$ cat config.mk
export PLATFORM = sky130hd
export DESIGN_NAME = tsd_table_ref_decode
export DESIGN_NICKNAME = d
export VERILOG_FILES = /design/src/logic/tsd_pkg.sv /design/src/logic/tsd_classify.sv /design/src/logic/tsd_table_ref_decode.sv
export SDC_FILE = /design/constraint.sdc
export NUM_CORES = 1
export LEC_CHECK = 0
export BUFFER_PORTS_ARGS = -buffer_cell sky130_fd_sc_hd__buf_2
export CAP_MARGIN = 20
export CORE_UTILIZATION = 25
export DETAILED_ROUTE_END_ITERATION = 8
export PLACE_DENSITY_LB_ADDON = 0.25
export SYNTH_ARGS = -nofsm -noshare
export SYNTH_HDL_FRONTEND = slang
export SYNTH_SLANG_ARGS = --single-unit
$ cat constraint.sdc
create_clock -name clk -period 6.39 [get_ports clk]
set_clock_uncertainty 0.2 [all_clocks]
set_input_delay 0.639 -clock clk [delete_from_list [all_inputs] [get_ports clk]]
set_output_delay 0.639 -clock clk [all_outputs]
set_load 0.02 [all_outputs]
$ cat src/logic/tsd_pkg.sv
package tsd_pkg;

  // ----------------------------------------
  // Timing and limits
  // ----------------------------------------
  localparam int MC_DIV_DEF = 4;
  localparam logic [1:0] SKIP_MC_1B = 2'h1;
  localparam logic [1:0] SKIP_MC_2B = 2'h2;
  localparam logic [1:0] SKIP_MC_TREF = 2'h1;
  localparam logic [1:0] CYC_ONE = 2'h1;
  localparam logic [1:0] CYC_TWO = 2'h2;
  localparam logic [1:0] CYC_THREE = 2'h3;
  localparam logic [6:0] TBL_LO = 7'h20;
  localparam logic [13:0] ADDR_MAX = 14'h3f7f;
  localparam logic [7:0] FMEM_FB = 8'hfb;
  localparam logic [7:0] FMEM_FF = 8'hff;
  localparam logic [5:0] PMEM_TOP = 6'h3f;
  localparam logic [3:0] BANK_ZERO = 4'h0;

  // ----------------------------------------
  // Opcode layout
  // ----------------------------------------
  localparam logic [3:0] OPM_LD_A4 = 4'h8;
  localparam logic [3:0] OPM_PTR = 4'h9;
  localparam logic [3:0] OPM_STEP = 4'ha;
  localparam logic [3:0] OPM_2B = 4'hb;
  localparam logic [3:0] OPM_ADD_SKIP = 4'hc;
  localparam logic [3:0] OPM_CARRY = 4'hd;
  localparam logic [3:0] OPM_CALL_BLK = 4'he;
  localparam logic [3:0] OPM_MISC = 4'hf;
  localparam logic [3:0] SUB_XA8 = 4'h0;
  localparam logic [3:0] SUB_HL8 = 4'h1;
  localparam logic [3:0] SUB_MEM8 = 4'h2;
  localparam logic [3:0] SUB_XPAIR = 4'h3;
  localparam logic [1:0] BM_FB = 2'h0;
  localparam logic [1:0] BM_PL = 2'h1;
  localparam logic [1:0] BM_H = 2'h2;
  localparam logic [1:0] BM_FF = 2'h3;
  localparam logic [1:0] PP_HL = 2'h0;
  localparam logic [1:0] PP_DE = 2'h1;
  localparam logic [1:0] PP_DL = 2'h2;
  localparam logic [2:0] TG_L = 3'h0;
  localparam logic [2:0] TG_H = 3'h1;
  localparam logic [2:0] TG_HL = 3'h2;
  localparam logic [2:0] TG_E = 3'h3;
  localparam logic [2:0] TG_D = 3'h4;
  localparam logic [2:0] TG_DE = 3'h5;

  // ----------------------------------------
  // Types
  // ----------------------------------------
  typedef enum logic [4:0] {
    CL_OTHER, CL_TREF, CL_LD_A4, CL_LD_XA8, CL_LD_HL8, CL_PTR_MOV, CL_PTR_STEP,
    CL_ADD_SKIP, CL_ADD_CARRY, CL_SUB_CARRY, CL_MEM8, CL_XPAIR, CL_CALL_BLK,
    CL_CALL_FAST, CL_BIT, CL_BRANCH, CL_CALL
  } tsd_cls_t;

  typedef enum logic [1:0] {GRP_NONE, GRP_A, GRP_B} tsd_grp_t;

  typedef struct packed {
    tsd_cls_t cls;
    logic two_byte;
    logic [1:0] cyc;
    tsd_grp_t grp;
    logic skip_fn;
    logic [1:0] pair;
    logic [2:0] tgt;
  } tsd_dec_t;

  typedef struct packed {
    tsd_cls_t cls;
    logic [15:0] op;
    logic skip_en;
    logic keep_carry;
    logic from_table;
    logic [2:0] bit_fn;
    logic [11:0] bit_addr;
    logic [1:0] bit_num;
    logic [2:0] pair_sel;
    logic [13:0] target;
  } tsd_exop_t;

endpackage

$ cat src/logic/tsd_classify.sv
`timescale 1ns/1ps
`default_nettype none

module tsd_classify #(
  parameter bit IS_ENTRY = 1'b0
) (
  // Instruction word, first byte high
  input wire logic [15:0] word,
  // Decoded attributes
  output tsd_pkg::tsd_dec_t dec
);

  always_comb begin
    dec = '0;
    dec.cyc = tsd_pkg::CYC_ONE;
    case (word[15:12])
      // RQ9 stacking groups
      tsd_pkg::OPM_LD_A4: begin
        dec.cls = tsd_pkg::CL_LD_A4;
        dec.grp = tsd_pkg::GRP_A;
      end
      tsd_pkg::OPM_PTR: begin
        dec.cls = (word[9:8] == 2'h3) ? tsd_pkg::CL_OTHER : tsd_pkg::CL_PTR_MOV;
        dec.pair = word[9:8];
      end
      tsd_pkg::OPM_STEP: begin
        dec.cls = tsd_pkg::CL_PTR_STEP;
        dec.tgt = word[10:8];
        dec.skip_fn = 1'b1;
      end
      tsd_pkg::OPM_2B: begin
        dec.two_byte = 1'b1;
        dec.cyc = tsd_pkg::CYC_TWO;
        case (word[11:8])
          tsd_pkg::SUB_XA8: begin
            dec.cls = tsd_pkg::CL_LD_XA8;
            dec.grp = tsd_pkg::GRP_A;
          end
          tsd_pkg::SUB_HL8: begin
            dec.cls = tsd_pkg::CL_LD_HL8;
            dec.grp = tsd_pkg::GRP_B;
          end
          tsd_pkg::SUB_MEM8: dec.cls = tsd_pkg::CL_MEM8;
          tsd_pkg::SUB_XPAIR: dec.cls = tsd_pkg::CL_XPAIR;
          default: dec.cls = tsd_pkg::CL_OTHER;
        endcase
      end
      tsd_pkg::OPM_ADD_SKIP: begin
        dec.cls = tsd_pkg::CL_ADD_SKIP;
        dec.skip_fn = 1'b1;
      end
      tsd_pkg::OPM_CARRY: begin
        dec.cls = word[8] ? tsd_pkg::CL_SUB_CARRY : tsd_pkg::CL_ADD_CARRY;
      end
      tsd_pkg::OPM_CALL_BLK: begin
        dec.cls = tsd_pkg::CL_CALL_BLK;
        dec.two_byte = 1'b1;
        dec.cyc = tsd_pkg::CYC_THREE;
      end
      tsd_pkg::OPM_MISC: begin
        dec.two_byte = 1'b1;
        dec.cls = word[11] ? tsd_pkg::CL_BIT : tsd_pkg::CL_CALL_FAST;
        dec.cyc = word[11] ? tsd_pkg::CYC_TWO : tsd_pkg::CYC_THREE;
        dec.skip_fn = word[11];
      end
      default: begin
        if (IS_ENTRY) begin
          dec.cls = word[14] ? tsd_pkg::CL_CALL : tsd_pkg::CL_BRANCH;
          dec.two_byte = 1'b1;
          dec.cyc = tsd_pkg::CYC_TWO;
        // RQ16 even table address
        end else if (!word[8] && word[14:8] >= tsd_pkg::TBL_LO) begin
          dec.cls = tsd_pkg::CL_TREF;
        end else begin
          dec.cls = tsd_pkg::CL_OTHER;
        end
      end
    endcase
  end

endmodule // tsd_classify

`default_nettype wire

$ cat src/logic/tsd_table_ref_decode.sv
//
// Contract
// RQ1 - Two-byte table entries must be two-machine-cycle instructions.
// RQ2 - Paired entry: pointer move or exchange, then step of that pointer.
// RQ3 - Program counter advances only past the table-reference byte itself.
// RQ4 - A pending skip skips the table-reference like any one-byte instruction.
// RQ5 - A taken skip in the referenced instruction skips the next instruction.
// RQ6 - Same group before the table-reference: stacking cancelled, entry executes.
// RQ7 - Same group after the table-reference: stacking holds, that one is skipped.
// RQ8 - In a run of same-group immediate loads only the first executes.
// RQ9 - Group A: 4-bit and 8-bit accumulator loads; group B: pointer load.
// RQ10 - Final add-then-skip of a radix sequence never skips, carry kept.
// RQ11 - Radix sequences: add, add-with-carry or sub-with-carry, then add-then-skip; the code counts only add-with-carry or sub-with-carry as the lead-in.
// RQ12 - Bit ops: set, clear, test, carry transfers, and, or, xor.
// RQ13 - Fixed bit operand reaches FB0H-FBFH and FF0H-FFFH in bank 15.
// RQ14 - Low-register bit operand reaches FC0H-FFFH, bit chosen by low register.
// RQ15 - High-relative bit operand uses the currently selected memory bank.
// RQ16 - Table address from 20H to 7FH and always even.
// RQ17 - Eight-bit memory operands must be even addresses.
// RQ18 - Targets up to 3F7FH; in-block call 12 bits; fast call 11 bits.
// RQ19 - Bit number is a 2-bit field choosing one of four bits.
// RQ20 - Extended pair operand selects one of eight register pairs.
// RQ21 - Skipping the table-reference takes one machine cycle.
// RQ22 - Table-reference reads a two-byte entry at the even table address.
// RQ23 - The stacking group of the last executed instruction is remembered.
`timescale 1ns/1ps
`default_nettype none

module tsd_table_ref_decode #(
  parameter int MC_DIV = tsd_pkg::MC_DIV_DEF
) (
  // Clock and reset
  input wire logic clk,
  input wire logic reset,
  // Instruction stream
  input wire logic ins_valid,
  input wire logic [15:0] ins_word,
  input wire logic [13:0] ins_pc,
  output logic ins_ready,
  // Table entry read
  output logic tbl_req,
  output logic [6:0] tbl_addr,
  input wire logic tbl_ack,
  input wire logic [15:0] tbl_word,
  // Execution unit
  output logic ex_valid,
  output tsd_pkg::tsd_exop_t ex_op,
  input wire logic ex_done,
  input wire logic ex_cond,
  // Core state
  input wire logic bank_enable_flag,
  input wire logic [3:0] bank_select_reg,
  input wire logic [3:0] l_reg,
  input wire logic [3:0] h_reg,
  // Sequencing
  output logic pc_step_valid,
  output logic [1:0] pc_step_bytes,
  output logic op_error
);

  typedef enum logic [1:0] {ST_IDLE, ST_SKIP, ST_TREAD, ST_EXEC} tsd_state_t;

  tsd_state_t state_reg;
  tsd_pkg::tsd_dec_t cur_dec;
  tsd_pkg::tsd_dec_t ent_dec;
  tsd_pkg::tsd_dec_t two_dec;
  tsd_pkg::tsd_exop_t ex_op_reg;
  tsd_pkg::tsd_exop_t op2_reg;
  tsd_pkg::tsd_grp_t last_grp_reg;
  tsd_pkg::tsd_cls_t prev_cls_reg;
  logic [7:0] div_reg;
  logic mc_tick_reg;
  logic ins_ready_reg;
  logic skip_pend_reg;
  logic [1:0] skip_left_reg;
  logic in_tref_reg;
  logic pend2_reg;
  logic [1:0] pair1_reg;
  logic [1:0] step_bytes_reg;
  logic tbl_req_reg;
  logic [6:0] tbl_addr_reg;
  logic ex_valid_reg;
  logic pc_step_valid_reg;
  logic [1:0] pc_step_bytes_reg;
  logic op_error_reg;
  logic take;
  logic stacked;
  logic radix_cur;
  logic radix_ent;
  logic cur_bad;
  logic ent_bad;
  logic ent_xfer;

  // ----------------------------------------
  // Decoders
  // ----------------------------------------
  tsd_classify #(.IS_ENTRY(1'b0)) u_cur (.word(ins_word), .dec(cur_dec));
  tsd_classify #(.IS_ENTRY(1'b1)) u_ent (.word(tbl_word), .dec(ent_dec));
  tsd_classify #(.IS_ENTRY(1'b0)) u_two (.word({tbl_word[7:0], 8'h00}), .dec(two_dec));

  function automatic logic pair_ok(input logic [1:0] p, input logic [2:0] t);
    case (p)
      tsd_pkg::PP_HL: pair_ok = (t == tsd_pkg::TG_L) || (t == tsd_pkg::TG_H)
                                || (t == tsd_pkg::TG_HL);
      tsd_pkg::PP_DE: pair_ok = (t == tsd_pkg::TG_E) || (t == tsd_pkg::TG_D)
                                || (t == tsd_pkg::TG_DE);
      tsd_pkg::PP_DL: pair_ok = (t == tsd_pkg::TG_L) || (t == tsd_pkg::TG_D);
      default: pair_ok = 1'b0;
    endcase
  endfunction

  function automatic tsd_pkg::tsd_exop_t make_op(input tsd_pkg::tsd_dec_t d,
                                                 input logic [15:0] w, input logic tbl,
                                                 input logic rdx);
    tsd_pkg::tsd_exop_t o;
    logic [3:0] bank;
    o = '0;
    bank = bank_enable_flag ? bank_select_reg : tsd_pkg::BANK_ZERO;
    o.cls = d.cls;
    o.op = w;
    o.from_table = tbl;
    // RQ10 skip disabled, carry kept
    o.skip_en = d.skip_fn && !rdx;
    o.keep_carry = rdx;
    // RQ12 bit function field
    o.bit_fn = w[10:8];
    // RQ19 two-bit bit number
    o.bit_num = w[5:4];
    // RQ20 eight extended pairs
    o.pair_sel = w[2:0];
    case (w[7:6])
      // RQ13 fixed bit window
      tsd_pkg::BM_FB: o.bit_addr = {tsd_pkg::FMEM_FB, w[3:0]};
      tsd_pkg::BM_FF: o.bit_addr = {tsd_pkg::FMEM_FF, w[3:0]};
      // RQ14 low-register indexed bit
      tsd_pkg::BM_PL: begin
        o.bit_addr = {tsd_pkg::PMEM_TOP, w[3:0], l_reg[3:2]};
        o.bit_num = l_reg[1:0];
      end
      // RQ15 selected bank
      default: o.bit_addr = {bank, h_reg, w[3:0]};
    endcase
    // RQ18 target widths
    case (d.cls)
      tsd_pkg::CL_CALL_BLK: o.target = {ins_pc[13:12], w[11:0]};
      tsd_pkg::CL_CALL_FAST: o.target = {3'h0, w[10:0]};
      default: o.target = w[13:0];
    endcase
    return o;
  endfunction

  // ----------------------------------------
  // Classification terms
  // ----------------------------------------
  assign take = (state_reg == ST_IDLE) && ins_ready_reg && ins_valid;
  // RQ8 repeated group load
  assign stacked = (cur_dec.grp != tsd_pkg::GRP_NONE) && (cur_dec.grp == last_grp_reg);
  // RQ11 radix sequence tail
  assign radix_cur = (cur_dec.cls == tsd_pkg::CL_ADD_SKIP)
                     && ((prev_cls_reg == tsd_pkg::CL_ADD_CARRY)
                     || (prev_cls_reg == tsd_pkg::CL_SUB_CARRY));
  assign radix_ent = (ent_dec.cls == tsd_pkg::CL_ADD_SKIP)
                     && ((prev_cls_reg == tsd_pkg::CL_ADD_CARRY)
                     || (prev_cls_reg == tsd_pkg::CL_SUB_CARRY));
  assign ent_xfer = (ent_dec.cls == tsd_pkg::CL_BRANCH) || (ent_dec.cls == tsd_pkg::CL_CALL);
  // RQ17 even eight-bit operand
  assign cur_bad = ((cur_dec.cls == tsd_pkg::CL_MEM8) && ins_word[0])
                   || ((cur_dec.cls == tsd_pkg::CL_CALL_BLK)
                   && ({ins_pc[13:12], ins_word[11:0]} > tsd_pkg::ADDR_MAX));
  // RQ1 two-cycle entries only
  // RQ2 legal one-byte pairing
  assign ent_bad = (ent_dec.two_byte && !ent_xfer && (ent_dec.cyc != tsd_pkg::CYC_TWO))
                   || (!ent_dec.two_byte && (tbl_word[7:0] != 8'h00)
                   && !((ent_dec.cls == tsd_pkg::CL_PTR_MOV)
                   && (two_dec.cls == tsd_pkg::CL_PTR_STEP)
                   && pair_ok(ent_dec.pair, two_dec.tgt)))
                   || (ent_xfer && (tbl_word[13:0] > tsd_pkg::ADDR_MAX))
                   || ((ent_dec.cls == tsd_pkg::CL_MEM8) && tbl_word[0]);

  // ----------------------------------------
  // Machine cycle divider
  // ----------------------------------------
  always_ff @(posedge clk or posedge reset) begin
    if (reset) begin
      div_reg <= 8'h00;
      mc_tick_reg <= 1'b0;
    end else if (div_reg == 8'(MC_DIV - 1)) begin
      div_reg <= 8'h00;
      mc_tick_reg <= 1'b1;
    end else begin
      div_reg <= div_reg + 8'h01;
      mc_tick_reg <= 1'b0;
    end
  end

  // ----------------------------------------
  // History of executed instructions
  // ----------------------------------------
  always_ff @(posedge clk or posedge reset) begin
    if (reset) begin
      last_grp_reg <= tsd_pkg::GRP_NONE;
      prev_cls_reg <= tsd_pkg::CL_OTHER;
    end else if (take) begin
      if (skip_pend_reg) begin
        last_grp_reg <= tsd_pkg::GRP_NONE;
        prev_cls_reg <= tsd_pkg::CL_OTHER;
      // RQ23 remember last group
      end else if (cur_dec.cls != tsd_pkg::CL_TREF && !stacked) begin
        last_grp_reg <= cur_dec.grp;
        prev_cls_reg <= cur_dec.cls;
      end
    end else if (state_reg == ST_TREAD && tbl_ack) begin
      // RQ7 entry group stays in force
      last_grp_reg <= ent_bad ? tsd_pkg::GRP_NONE : ent_dec.grp;
      prev_cls_reg <= ent_dec.cls;
    end
  end

  // ----------------------------------------
  // Sequencer
  // ----------------------------------------
  always_ff @(posedge clk or posedge reset) begin
    if (reset) begin
      state_reg <= ST_IDLE;
      ins_ready_reg <= 1'b1;
      skip_pend_reg <= 1'b0;
      skip_left_reg <= 2'h0;
      in_tref_reg <= 1'b0;
      pend2_reg <= 1'b0;
      pair1_reg <= 2'h0;
      step_bytes_reg <= 2'h0;
      tbl_req_reg <= 1'b0;
      tbl_addr_reg <= 7'h00;
      ex_valid_reg <= 1'b0;
      ex_op_reg <= '0;
      op2_reg <= '0;
      pc_step_valid_reg <= 1'b0;
      pc_step_bytes_reg <= 2'h0;
      op_error_reg <= 1'b0;
    end else begin
      ex_valid_reg <= 1'b0;
      pc_step_valid_reg <= 1'b0;
      op_error_reg <= 1'b0;
      unique case (state_reg)
        ST_IDLE: begin
          if (take) begin
            ins_ready_reg <= 1'b0;
            in_tref_reg <= (cur_dec.cls == tsd_pkg::CL_TREF) && !skip_pend_reg;
            if (skip_pend_reg) begin
              // RQ4 skip like any one-byte
              // RQ21 one machine cycle
              skip_pend_reg <= 1'b0;
              skip_left_reg <= (cur_dec.cls == tsd_pkg::CL_TREF) ? tsd_pkg::SKIP_MC_TREF :
                               cur_dec.two_byte ? tsd_pkg::SKIP_MC_2B : tsd_pkg::SKIP_MC_1B;
              step_bytes_reg <= cur_dec.two_byte ? 2'h2 : 2'h1;
              state_reg <= ST_SKIP;
            end else if (cur_dec.cls == tsd_pkg::CL_TREF) begin
              // RQ22 read the even entry
              tbl_req_reg <= 1'b1;
              tbl_addr_reg <= ins_word[14:8];
              state_reg <= ST_TREAD;
            end else if (stacked || cur_bad) begin
              // RQ8 later loads act as no-ops
              op_error_reg <= cur_bad;
              pc_step_valid_reg <= 1'b1;
              pc_step_bytes_reg <= cur_dec.two_byte ? 2'h2 : 2'h1;
              ins_ready_reg <= 1'b1;
            end else begin
              ex_op_reg <= make_op(cur_dec, ins_word, 1'b0, radix_cur);
              ex_valid_reg <= 1'b1;
              step_bytes_reg <= cur_dec.two_byte ? 2'h2 : 2'h1;
              state_reg <= ST_EXEC;
            end
          end
        end
        ST_SKIP: begin
          if (mc_tick_reg) begin
            if (skip_left_reg == 2'h1) begin
              pc_step_valid_reg <= 1'b1;
              pc_step_bytes_reg <= step_bytes_reg;
              ins_ready_reg <= 1'b1;
              state_reg <= ST_IDLE;
            end else begin
              skip_left_reg <= skip_left_reg - 2'h1;
            end
          end
        end
        ST_TREAD: begin
          if (tbl_ack) begin
            tbl_req_reg <= 1'b0;
            // RQ3 only the reference byte counts
            step_bytes_reg <= 2'h1;
            if (ent_bad) begin
              op_error_reg <= 1'b1;
              pc_step_valid_reg <= 1'b1;
              pc_step_bytes_reg <= 2'h1;
              ins_ready_reg <= 1'b1;
              state_reg <= ST_IDLE;
            end else begin
              // RQ6 entry runs despite earlier group
              ex_op_reg <= make_op(ent_dec, tbl_word, 1'b1, radix_ent);
              ex_valid_reg <= 1'b1;
              pend2_reg <= !ent_dec.two_byte && (tbl_word[7:0] != 8'h00);
              op2_reg <= make_op(two_dec, {tbl_word[7:0], 8'h00}, 1'b1, 1'b0);
              pair1_reg <= ent_dec.pair;
              state_reg <= ST_EXEC;
            end
          end
        end
        ST_EXEC: begin
          if (ex_done) begin
            // RQ5 taken skip passes to next
            if (ex_cond && ex_op_reg.skip_en) begin
              skip_pend_reg <= 1'b1;
            end
            if (pend2_reg) begin
              pend2_reg <= 1'b0;
              ex_op_reg <= op2_reg;
              ex_valid_reg <= 1'b1;
            end else begin
              pc_step_valid_reg <= 1'b1;
              pc_step_bytes_reg <= step_bytes_reg;
              ins_ready_reg <= 1'b1;
              state_reg <= ST_IDLE;
            end
          end
        end
      endcase
    end
  end

  assign ins_ready = ins_ready_reg;
  assign tbl_req = tbl_req_reg;
  assign tbl_addr = tbl_addr_reg;
  assign ex_valid = ex_valid_reg;
  assign ex_op = ex_op_reg;
  assign pc_step_valid = pc_step_valid_reg;
  assign pc_step_bytes = pc_step_bytes_reg;
  assign op_error = op_error_reg;
endmodule // tsd_table_ref_decode

`default_nettype wire

==> metrics.txt, run 1 <==
status finished clean; worst relative slew slack 0.427; DP HPWL 13400 um; Finished Cell Area 6870 sq um; Row Count 55; DR vias 5057; Post-CTS Hold Fix Bufs 0; DRC Markers 0; Placed Area 6550 sq um; TNS Setup 0 ns; met3 usage 0.0409; die width 155 um; post-CTS setup repair buffer count 0; count leader, synth dfrtp_1; leading area contributor after synthesis dfrtp_1; HP Class primary input to asynchronous set/reset pin; Yosys Warn Count 0; synthesized area per cell 9.50 sq um; CTS clk-pin slew, worst paths 0.07 ns; Yosys top cell area share 0.402; all-layer global routing usage 0.157; DR pass1 iterations 5; gp weighted congestion 0.818; worst-case clock buffer depth 2; maximum vdd ir drop 0.165 mV; Req. time, crit path 6.43 ns; Largest register FFs 41; RSZ-0062 raised after global routing false; clock sink count 95; fraction of layout cells with a size suffix above 1 0.243; Post-Syn Area 5850 sq um; DR vias/cell 4.98; PD cells 445 nW/um^2; CTS HTree Levels 3; number of global-route vias before repair 4887; Root Driver clkbuf_16; Antenna Violating Nets Remaining 0; fmax 272 MHz; data arrival time of the worst path 3.72 ns; fin cells 1016; TritonCTS buffer count 9; busiest grt layer met2; Post-synth EDFFs 0; syn_nets 683; largest net degree at the start of global routing 66; Initial Util 0.257; initial DRC count 341; Syn Inst Count 616; post-CTS sizing 0; final wirelength 18200 um; largest cells by area after synthesis dfrtp_1 40%, mux2_1 7.3%, a21oi_1 3.9%, mux2i_1 3.8%, nor2_1 3.0%; crit path kind primary input to flip-flop; Netlist cell types 75; Core Area 22800 sq um; Final min period 3.68 ns; IO Port Bufs 124; synth cell count leaders 94 x dfrtp_1, 47 x nor2_1, 46 x a21oi_1, 38 x mux2_1, 30 x nand2_1; nets 763; Seq/Total Area, Yosys 0.407; Slew @ Worst Pin 0.859 ns; Slew Viols, Final 0; Tcrit/Tclk final 0.576; Crit. End Element flip-flop; asr flop ratio synth 1.00; register bit total from synthesis 95; Final setup violation count 0; placed cells 996; clk_lat worst skew 0.35 ns; I/O Pins 137; total grt overflow 0; Top FF cell, synth dfrtp_1; initial antenna violation count 3; Hold Vio Cnt, Final 0; Setup crit start kind primary input; Max Cap Violations 0; Die Ht 155 um; WHS 0.0825 ns; DR WL/cell 17.9 um; GR Util met2 0.234; first-pass GRT wire length 28700 um; leak pwr 0.00307 uW; DIE AREA 24000 sq um; CP max FO 41; met1 GRT Util 0.218; CTS tree done; Syn-to-layout area delta 17.5%
## cells in the final DEF (no fill, tap or decap), drive strengths merged, types with 4 or more instances in the layout
| cell type | count |
|---|---|
| a211o | 4 |
| a21o | 4 |
| a21oi | 47 |
| a22o | 8 |
| a22oi | 4 |
| a31oi | 7 |
| a32o | 10 |
| and3 | 10 |
| buf | 131 |
| clkbuf | 11 |
| dfrtp | 94 |
| inv | 23 |
| mux2 | 49 |
| mux2i | 22 |
| nand2 | 30 |
| nand2b | 9 |
| nand3 | 21 |
| nand3b | 6 |
| nor2 | 47 |
| nor2b | 12 |
| nor3 | 15 |
| o211ai | 7 |
| o21ai | 29 |
| o221ai | 5 |
| o22ai | 12 |
| or2 | 4 |
| or3 | 4 |
| xnor2 | 7 |
## path summary, 6_finish.rpt
check | start | to | slack, ns | depth (start not counted)
setup reg to reg | state_reg[1] | ex_op[55] | 3.00 | 7
hold reg to reg | div_reg[0] | div_reg[0] | 0.28 | 1
setup / recovery | tbl_word[5] | ex_op[55] | 2.71 | 10
max in group asynchronous | reset | op2_reg[47] | 4.70 | 3
hold / removal | reset | ex_valid | 0.08 | 2
min in group clk | div_reg[0] | div_reg[0] | 0.28 | 1
## per-layer routing
metal  up-vias  routed length, um
met5         -                 13
met4         2                393
met3        27               1120
met2       176               8060
met1      2420               8630
li1       2432                  -
## per-stage QoR
stage / total power (uW) / worst slack [ns] / utilization
6_report: 3060 / 2.71 / 0.302
5_1_grt: 3290 / 2.47 / 0.302
4_1_cts: 3100 / 2.69 / 0.301
3_5_place_dp: 2510 / 2.32 / 0.287
3_3_place_gp: 2500 / 2.30 / 0.287
2_1_floorplan: 2130 / 3.08 / -
## area by class of cell
class	count	area [sq um]
clock inverters	5	56.3
clock buffers	11	253
well taps	313	392
repair buffers	131	671
flip-flops and latches	95	2380
multi-input cells	436	3030
fillers	2423	15900
inverters	23	91.3
diodes	2	5.00
## worst max-delay path, stage by stage
cell       delay, ns
buf_2           0.18
or2_1           0.30
a221oi_1        0.30
o211ai_1        0.17
a2111oi_0       0.33
nand3_1         0.29
a21oi_4         0.52
o31ai_4         0.14
inv_4           0.42
mux2_1          0.38
## logic make-up (layout without fill, tap and decap cells)
| kind of cell | after synthesis | after routing | synth area share |
|---|---|---|---|
| and+or+nand+nor | 184 | 184 | 0.167 |
| AOI/OAI and AO/OA | 170 | 170 | 0.200 |
| muxes | 71 | 71 | 0.132 |
| DFF | 95 | 95 | 0.407 |
| buffers and inverters | 85 | 170 | 0.0763 |
| adders and majority gates | 3 | 3 | 0.00599 |
| other | 0 | 2 | 0 |
| xor gates and xnor gates | 8 | 8 | 0.0120 |
## power by group
group | internal (uW) | switching [uW]
Sequential | 853 | 136
Clock | 324 | 244
Combinational | 544 | 953
Total | 1720 | 1330
Power figures use the tool's default switching activity.
==> inputs of run 2 (changes only) <==
- clock period: 6.39 -> 3.4 ns (I/O delays scaled with it)
==> run 2 against run 1 <==
Against the previous run:
- the run now ends with hold timing left
- worst setup slack lost 2.2 ns
- largest power group unchanged
- cell area rose by 2.7%
- core utilization increased by 0.82 points
- global-route usage increased by 0.29 points
- critical path depth grew 1
- sequential share of layout area is 0.92 points lower
- power is 91% higher
- largest cell class unchanged
- first-iteration DRC count increased by 37%
- flip-flop and latch count unchanged
- non-clock buffer count grew 25
==> metrics.txt, run 2 (synthesis results as in run 1) <==
crit-path cells buf_2, or4_1, or4_1, nand3_1, and3_1, o21ai_2, a21oi_4, o31ai_4, inv_4, buf_4, mux2_1; final wirelength 18600 um (+2.1%); IO Port Bufs 124 (unchanged); clk_lat worst skew 0.35 ns (about the same); Max Cap Violations 0 (unchanged); Antenna Violating Nets Remaining 0 (unchanged); DP HPWL 14000 um (+5.1%); number of global-route vias before repair 5003 (+2.4%); DR vias 5202 (+2.9%); PD cells 826 nW/um^2 (+86%); I/O Pins 137 (unchanged); DRC Markers 0 (unchanged); CTS tree done; post-CTS sizing 0 (unchanged); flop-to-flop setup slack 0.69 ns (-2.31 ns); Storage cell area 2380 sq um (unchanged); most common cell after layout, fill and taps aside buf_2; Setup crit start kind primary input; TNS Setup 0 ns (unchanged); initial antenna violation count 2 (-1); WHS -0.0239 ns (-0.106 ns); min setup slack post-route 0.556 ns (-2.15 ns); capturing point of the worst reg2reg path ex_op[12]; Largest register FFs 41 (unchanged); Slew Viols, Final 0 (unchanged); Crit. End Element flip-flop; DR pass1 iterations 5 (unchanged); Tcrit/Tclk final 0.836; cell mode on critical path or4_1; Final min period 2.84 ns; crit path kind primary input to flip-flop; Req. time, crit path 3.43 ns (-3.00 ns); largest net degree at the start of global routing 67 (+1.5%); DR vias/cell 5.01 (+0.59%); status finished, violations left; data arrival time of the worst path 2.88 ns (-0.84 ns); HP Class primary input to asynchronous set/reset pin; Multi-input gate area 3030 sq um (unchanged); total grt overflow 0 (unchanged); worst relative slew slack 0.390 (-0.0371); maximum vdd ir drop 0.235 mV (+42%); RSZ-0062 raised after global routing false; DR WL/cell 17.9 um (-0.14%); CP max FO 12 (-71%); leak pwr 0.00319 uW (+3.7%); Worst path slowest cell or4_1; CTS HTree Levels 3 (unchanged); CTS clk-pin slew, worst paths 0.07 ns (about the same); fillcell total 2445 (+0.91%); die width 155 um (unchanged); Syn-to-layout area delta 20.7%; failing checks hold timing; reg2reg start ins_ready; post-CTS setup repair buffer count 0 (unchanged); clock sink count 95 (unchanged); ant diodes 0 (-2); Post-CTS Hold Fix Bufs 0 (unchanged); Core Area 22800 sq um (unchanged); most frequent cells in the layout 124 x buf_2, 94 x dfrtp_1, 47 x nor2_1; Slew @ Worst Pin 0.904 ns (+0.0442 ns); Row Count 55 (unchanged); fraction of layout cells with a size suffix above 1 0.267 (+0.0247); Hold Vio Cnt, Final 18 (+18); gp weighted congestion 0.832 (+1.7%); largest stage delay on the critical path 0.51 ns (about the same); all-layer global routing usage 0.160 (+0.00288); worst-case clock buffer depth 2 (unchanged); first-pass GRT wire length 29500 um (+2.6%); DP Worst Slack 0.188 ns (-2.14 ns); Root Driver clkbuf_16; DIE AREA 24000 sq um (unchanged); Die Ht 155 um (unchanged); initial DRC count 466 (+37%); Initial Util 0.257 (unchanged); Final setup violation count 0 (unchanged); nets 788 (+3.3%); r2r worst-path depth 9 (+2); fmax 352 MHz; TritonCTS buffer count 9 (unchanged)
[run 2: area by class of cell]
type | count | share of cell area
well taps | 313 | 0.0555
repair buffers | 156 | 0.125
clock inverters | 4 | 0.00425
multi-input cells | 436 | 0.429
clock buffers | 12 | 0.0363
flip-flops and latches | 95 | 0.337
inverters | 23 | 0.0129
[run 2: worst max-delay path, delay by kind of cell]
family | cells | cell delay (ns)
multiplexers | 1 | 0.33
AND/OR/NAND/NOR | 4 | 1.35
AO/OA/AOI/OAI | 3 | 0.38
buffers and inverters | 3 | 0.48
[run 2: worst max-delay path by stage]
stage                            from    endpoint  cells after the start
final                     tbl_word[6]   ex_op[12]                     11
after global routing      tbl_word[5]   ex_op[45]                     11
after CTS                 tbl_word[6]   ex_op[12]                     11
after detailed placement  tbl_word[6]   ex_op[29]                     11
after global placement    tbl_word[6]   ex_op[27]                     11
after floorplan                 reset  div_reg[0]                      1
[run 2: report_power, final]
part / internal (uW) / switching (uW) / total (uW)
combinational: 1140 / 1790 / 2940
sequential: 1610 / 288 / 1890
clock: 538 / 461 / 999
total: 3290 / 2540 / 5830
[run 2: per-stage QoR]
step	util	hold WS (ns)	instances	instance area (sq um)	power [uW]
6_report	0.310	-0.0239	1039	7060	5830
2_1_floorplan	-	0.238	616	5850	4010
4_1_cts	0.310	0.0176	1039	7060	5910
3_3_place_gp	0.297	0.265	1023	6770	4860
5_1_grt	0.310	0.0634	1039	7060	6280
3_5_place_dp	0.297	0.269	1023	6770	4880
[run 2: layer usage]
layer | global-route usage | vias up | part of all wire
met1 | 0.231 | 2542 | 0.48
met4 | 0.0434 | 2 | 0.013
met5 | 0 | - | 0.00070
li1 | - | 2472 | -
met3 | 0.0379 | 22 | 0.061
met2 | 0.236 | 164 | 0.45
==> inputs of run 3 (changes only) <==
- ABC_AREA: default -> 1
- clock period: 3.4 -> 2.8 ns (I/O delays scaled with it)
==> run 3 against run 2 <==
Against the previous run:
- the flow now finishes without violations
- sequential power grew 21%
- largest cell class unchanged
- non-clock buffer count decreased by 10
- global-route usage rose by 1.1 points
- combinational power is 11% higher
- core utilization decreased by 0.37 points
- power grew 17%
- worst hold slack gained 0.040 ns
- critical endpoint is now ex_op[43]
==> metrics.txt, run 3 <==
status finished clean; maximum vdd ir drop 0.431 mV (+83%); CTS HTree Levels 3 (unchanged); Slew @ Worst Pin 0.819 ns (-0.0849 ns); Yosys top cell area share 0.411 (+0.00879); Hold Crit Endpoint ex_op[25]; Syn-to-layout area delta 20.7% (about the same); largest stage delay on the critical path 0.46 ns (-0.05 ns); hold depth 4; total grt overflow 0 (unchanged); capturing point of the worst reg2reg path ex_op[43]; Slew Viols, Final 0 (unchanged); post-CTS sizing 0 (unchanged); synth cell count leaders 238 x nand2_1, 94 x dfrtp_1, 83 x nand3_1, 73 x inv_1, 60 x nor2_1; data arrival time of the worst path 2.46 ns (-0.42 ns); Req. time, crit path 2.85 ns (-0.58 ns); nets 967 (+23%); most common cell after layout, fill and taps aside nand2_1; TNS Setup 0 ns (unchanged); DR vias/cell 4.92 (-1.7%); Top FF cell, synth dfrtp_1; reg2reg start state_reg[1]; HP Class primary input to flip-flop; post-CTS setup repair buffer count 0 (unchanged); fraction of layout cells with a size suffix above 1 0.203 (-0.0639); ant diodes 0 (unchanged); placed cells 1173 (+15%); syn_nets 854 (+25%); Yosys Warn Count 0 (unchanged); Die Ht 153 um (-1.1%); WHS 0.0162 ns (+0.0401 ns); RSZ-0062 raised after global routing false; final wirelength 19600 um (+5.3%); first-pass GRT wire length 31100 um (+5.5%); most frequent cells in the layout 238 x nand2_1, 124 x buf_2, 94 x dfrtp_1; Tcrit/Tclk final 0.859; leading area contributor after synthesis dfrtp_1; IO Port Bufs 124 (unchanged); worst-case clock buffer depth 2 (unchanged); DIE AREA 23500 sq um (-2.1%); synthesized area per cell 7.28 sq um (-23%); I/O Pins 137 (unchanged); Row Count 55 (unchanged); Crit. End Element flip-flop; Hold Path Origin h_reg[2]; Core Area 22600 sq um (-0.91%); proportion of synthesized area in mux cells 0 (-0.132); Root Driver clkbuf_16; Largest register FFs 41 (unchanged); die width 153 um (-1.1%); CTS tree done; Seq/Total Area, Yosys 0.415 (+0.00888); DR vias 5859 (+13%); Setup crit start kind flip-flop; r2r worst-path depth 9 (unchanged); Post-Synth XOR/XNOR Area 0.0107 (-0.00127); Syn Inst Count 787 (+28%); Antenna Violating Nets Remaining 0 (unchanged); flop-to-flop setup slack 0.40 ns (-0.29 ns); number of global-route vias before repair 5655 (+13%); CP max FO 40 (+28); Initial Util 0.254 (-0.00319); CTS clk-pin slew, worst paths 0.08 ns (about the same); leak pwr 0.00361 uW (+13%); largest net degree at the start of global routing 41 (-39%); clk_lat worst skew 0.36 ns (about the same); all-layer global routing usage 0.171 (+0.0108); DP HPWL 14800 um (+5.5%); Hold Vio Cnt, Final 0 (-18); count leader, synth nand2_1; fin cells 1190 (+15%); initial antenna violation count 0 (-2); largest family of logic cells by synthesized area simple AND/OR/NAND/NOR gates; Final setup violation count 0 (unchanged); TritonCTS buffer count 9 (unchanged); worst relative slew slack 0.453 (+0.0631); Netlist cell types 44 (-41%); largest cells by area after synthesis dfrtp_1 41%, nand2_1 16%, nand3_1 7.3%, inv_1 4.8%, o21ai_0 4.5%; Post-Syn Area 5730 sq um (-2.1%); PD cells 989 nW/um^2 (+20%); Synth Area in Adders 0.00437 (-0.00162); register bit total from synthesis 95 (unchanged); gp weighted congestion 0.907 (+9.0%); initial DRC count 386 (-17%); post-synthesis compound-gate area fraction 0.156 (-0.0441); Final min period 2.40 ns; clock sink count 95 (unchanged); Worst path slowest cell dfrtp_1; Post-synth EDFFs 0 (unchanged); Max Cap Violations 0 (unchanged); DR pass1 iterations 5 (unchanged); synthesized-area fraction occupied by and/or/nand/nor cells 0.309 (+0.142); asr flop ratio synth 1.00 (unchanged); fmax 416 MHz; DRC Markers 0 (unchanged); DR WL/cell 16.5 um (-8.1%); crit path kind flip-flop to flip-flop; crit-path cells nor2_2, nand3_1, nor2_1, o21ai_1, nor2_2, nor2_4, buf_4, nand3_1, nand2_1
[run 3: area by class of cell]
cell class,instances,area [sq um]
fill,2477,15700
multi-input combinational,570,2750
sequential,95,2380
timing repair buffer,146,826
tap,285,357
inverter,78,297
clock buffer,9,225
clock inverter,7,78.8
[run 3: power breakdown]
| part | internal [uW] | total, uW | switching, uW |
|---|---|---|---|
| clock network | 705 | 1310 | 603 |
| logic | 1080 | 3250 | 2170 |
| registers | 1940 | 2280 | 341 |
[run 3: per-stage QoR]
stage | utilization | setup slack, ns | total power, uW | area (sq um)
after floorplan | - | 0.831 | 4630 | 5730
after global placement | 0.292 | 0.223 | 5550 | 6600
after detailed placement | 0.292 | 0.201 | 5560 | 6600
after CTS | 0.306 | 0.386 | 6910 | 6910
after global routing | 0.306 | 0.162 | 7360 | 6910
final | 0.306 | 0.395 | 6840 | 6910
[run 3: critical path: cells and delay by family, from the launching register on]
| kind | cells | cell delay (ns) |
|---|---|---|
| DFF | 1 | 0.46 |
| buffers and inverters | 1 | 0.27 |
| AOI/OAI and AO/OA | 1 | 0.13 |
| and+or+nand+nor | 7 | 1.22 |
[run 3: worst max path at each step]
stage	slack, ns	startpoint	depth (start not counted)	end
finish	0.40	state_reg[1]	9	ex_op[43]
global route	0.16	state_reg[1]	8	tbl_addr[6]
CTS	0.39	state_reg[1]	9	ex_op[43]
detailed placement	0.20	ins_word[11]	14	ex_op[54]
global placement	0.22	tbl_word[14]	15	op2_reg[11]
floorplan	0.83	tbl_word[14]	14	ex_op[37]
[run 3: what timing repair did]
| item | 4_1_cts | 5_1_grt |
|---|---|---|
| endpoints found under the setup margin | 0 | 0 |
| hold buffers | 1 | 0 |
| hold endpoints to repair | 31 | 0 |
[run 3: routing by layer]
metal	track usage	part of all wire	vias to the layer above
li1	-	-	2841
met1	0.237	0.48	2823
met2	0.264	0.45	179
met3	0.0340	0.057	16
met4	0.0567	0.017	0
met5	0	0	-
[run 3: logic make-up after synthesis]
kind of cell | after synthesis
and+or+nand+nor | 415
buffers and inverters | 122
DFF | 95
xor gates and xnor gates | 7
AOI/OAI and AO/OA | 146
adders and majority gates | 2
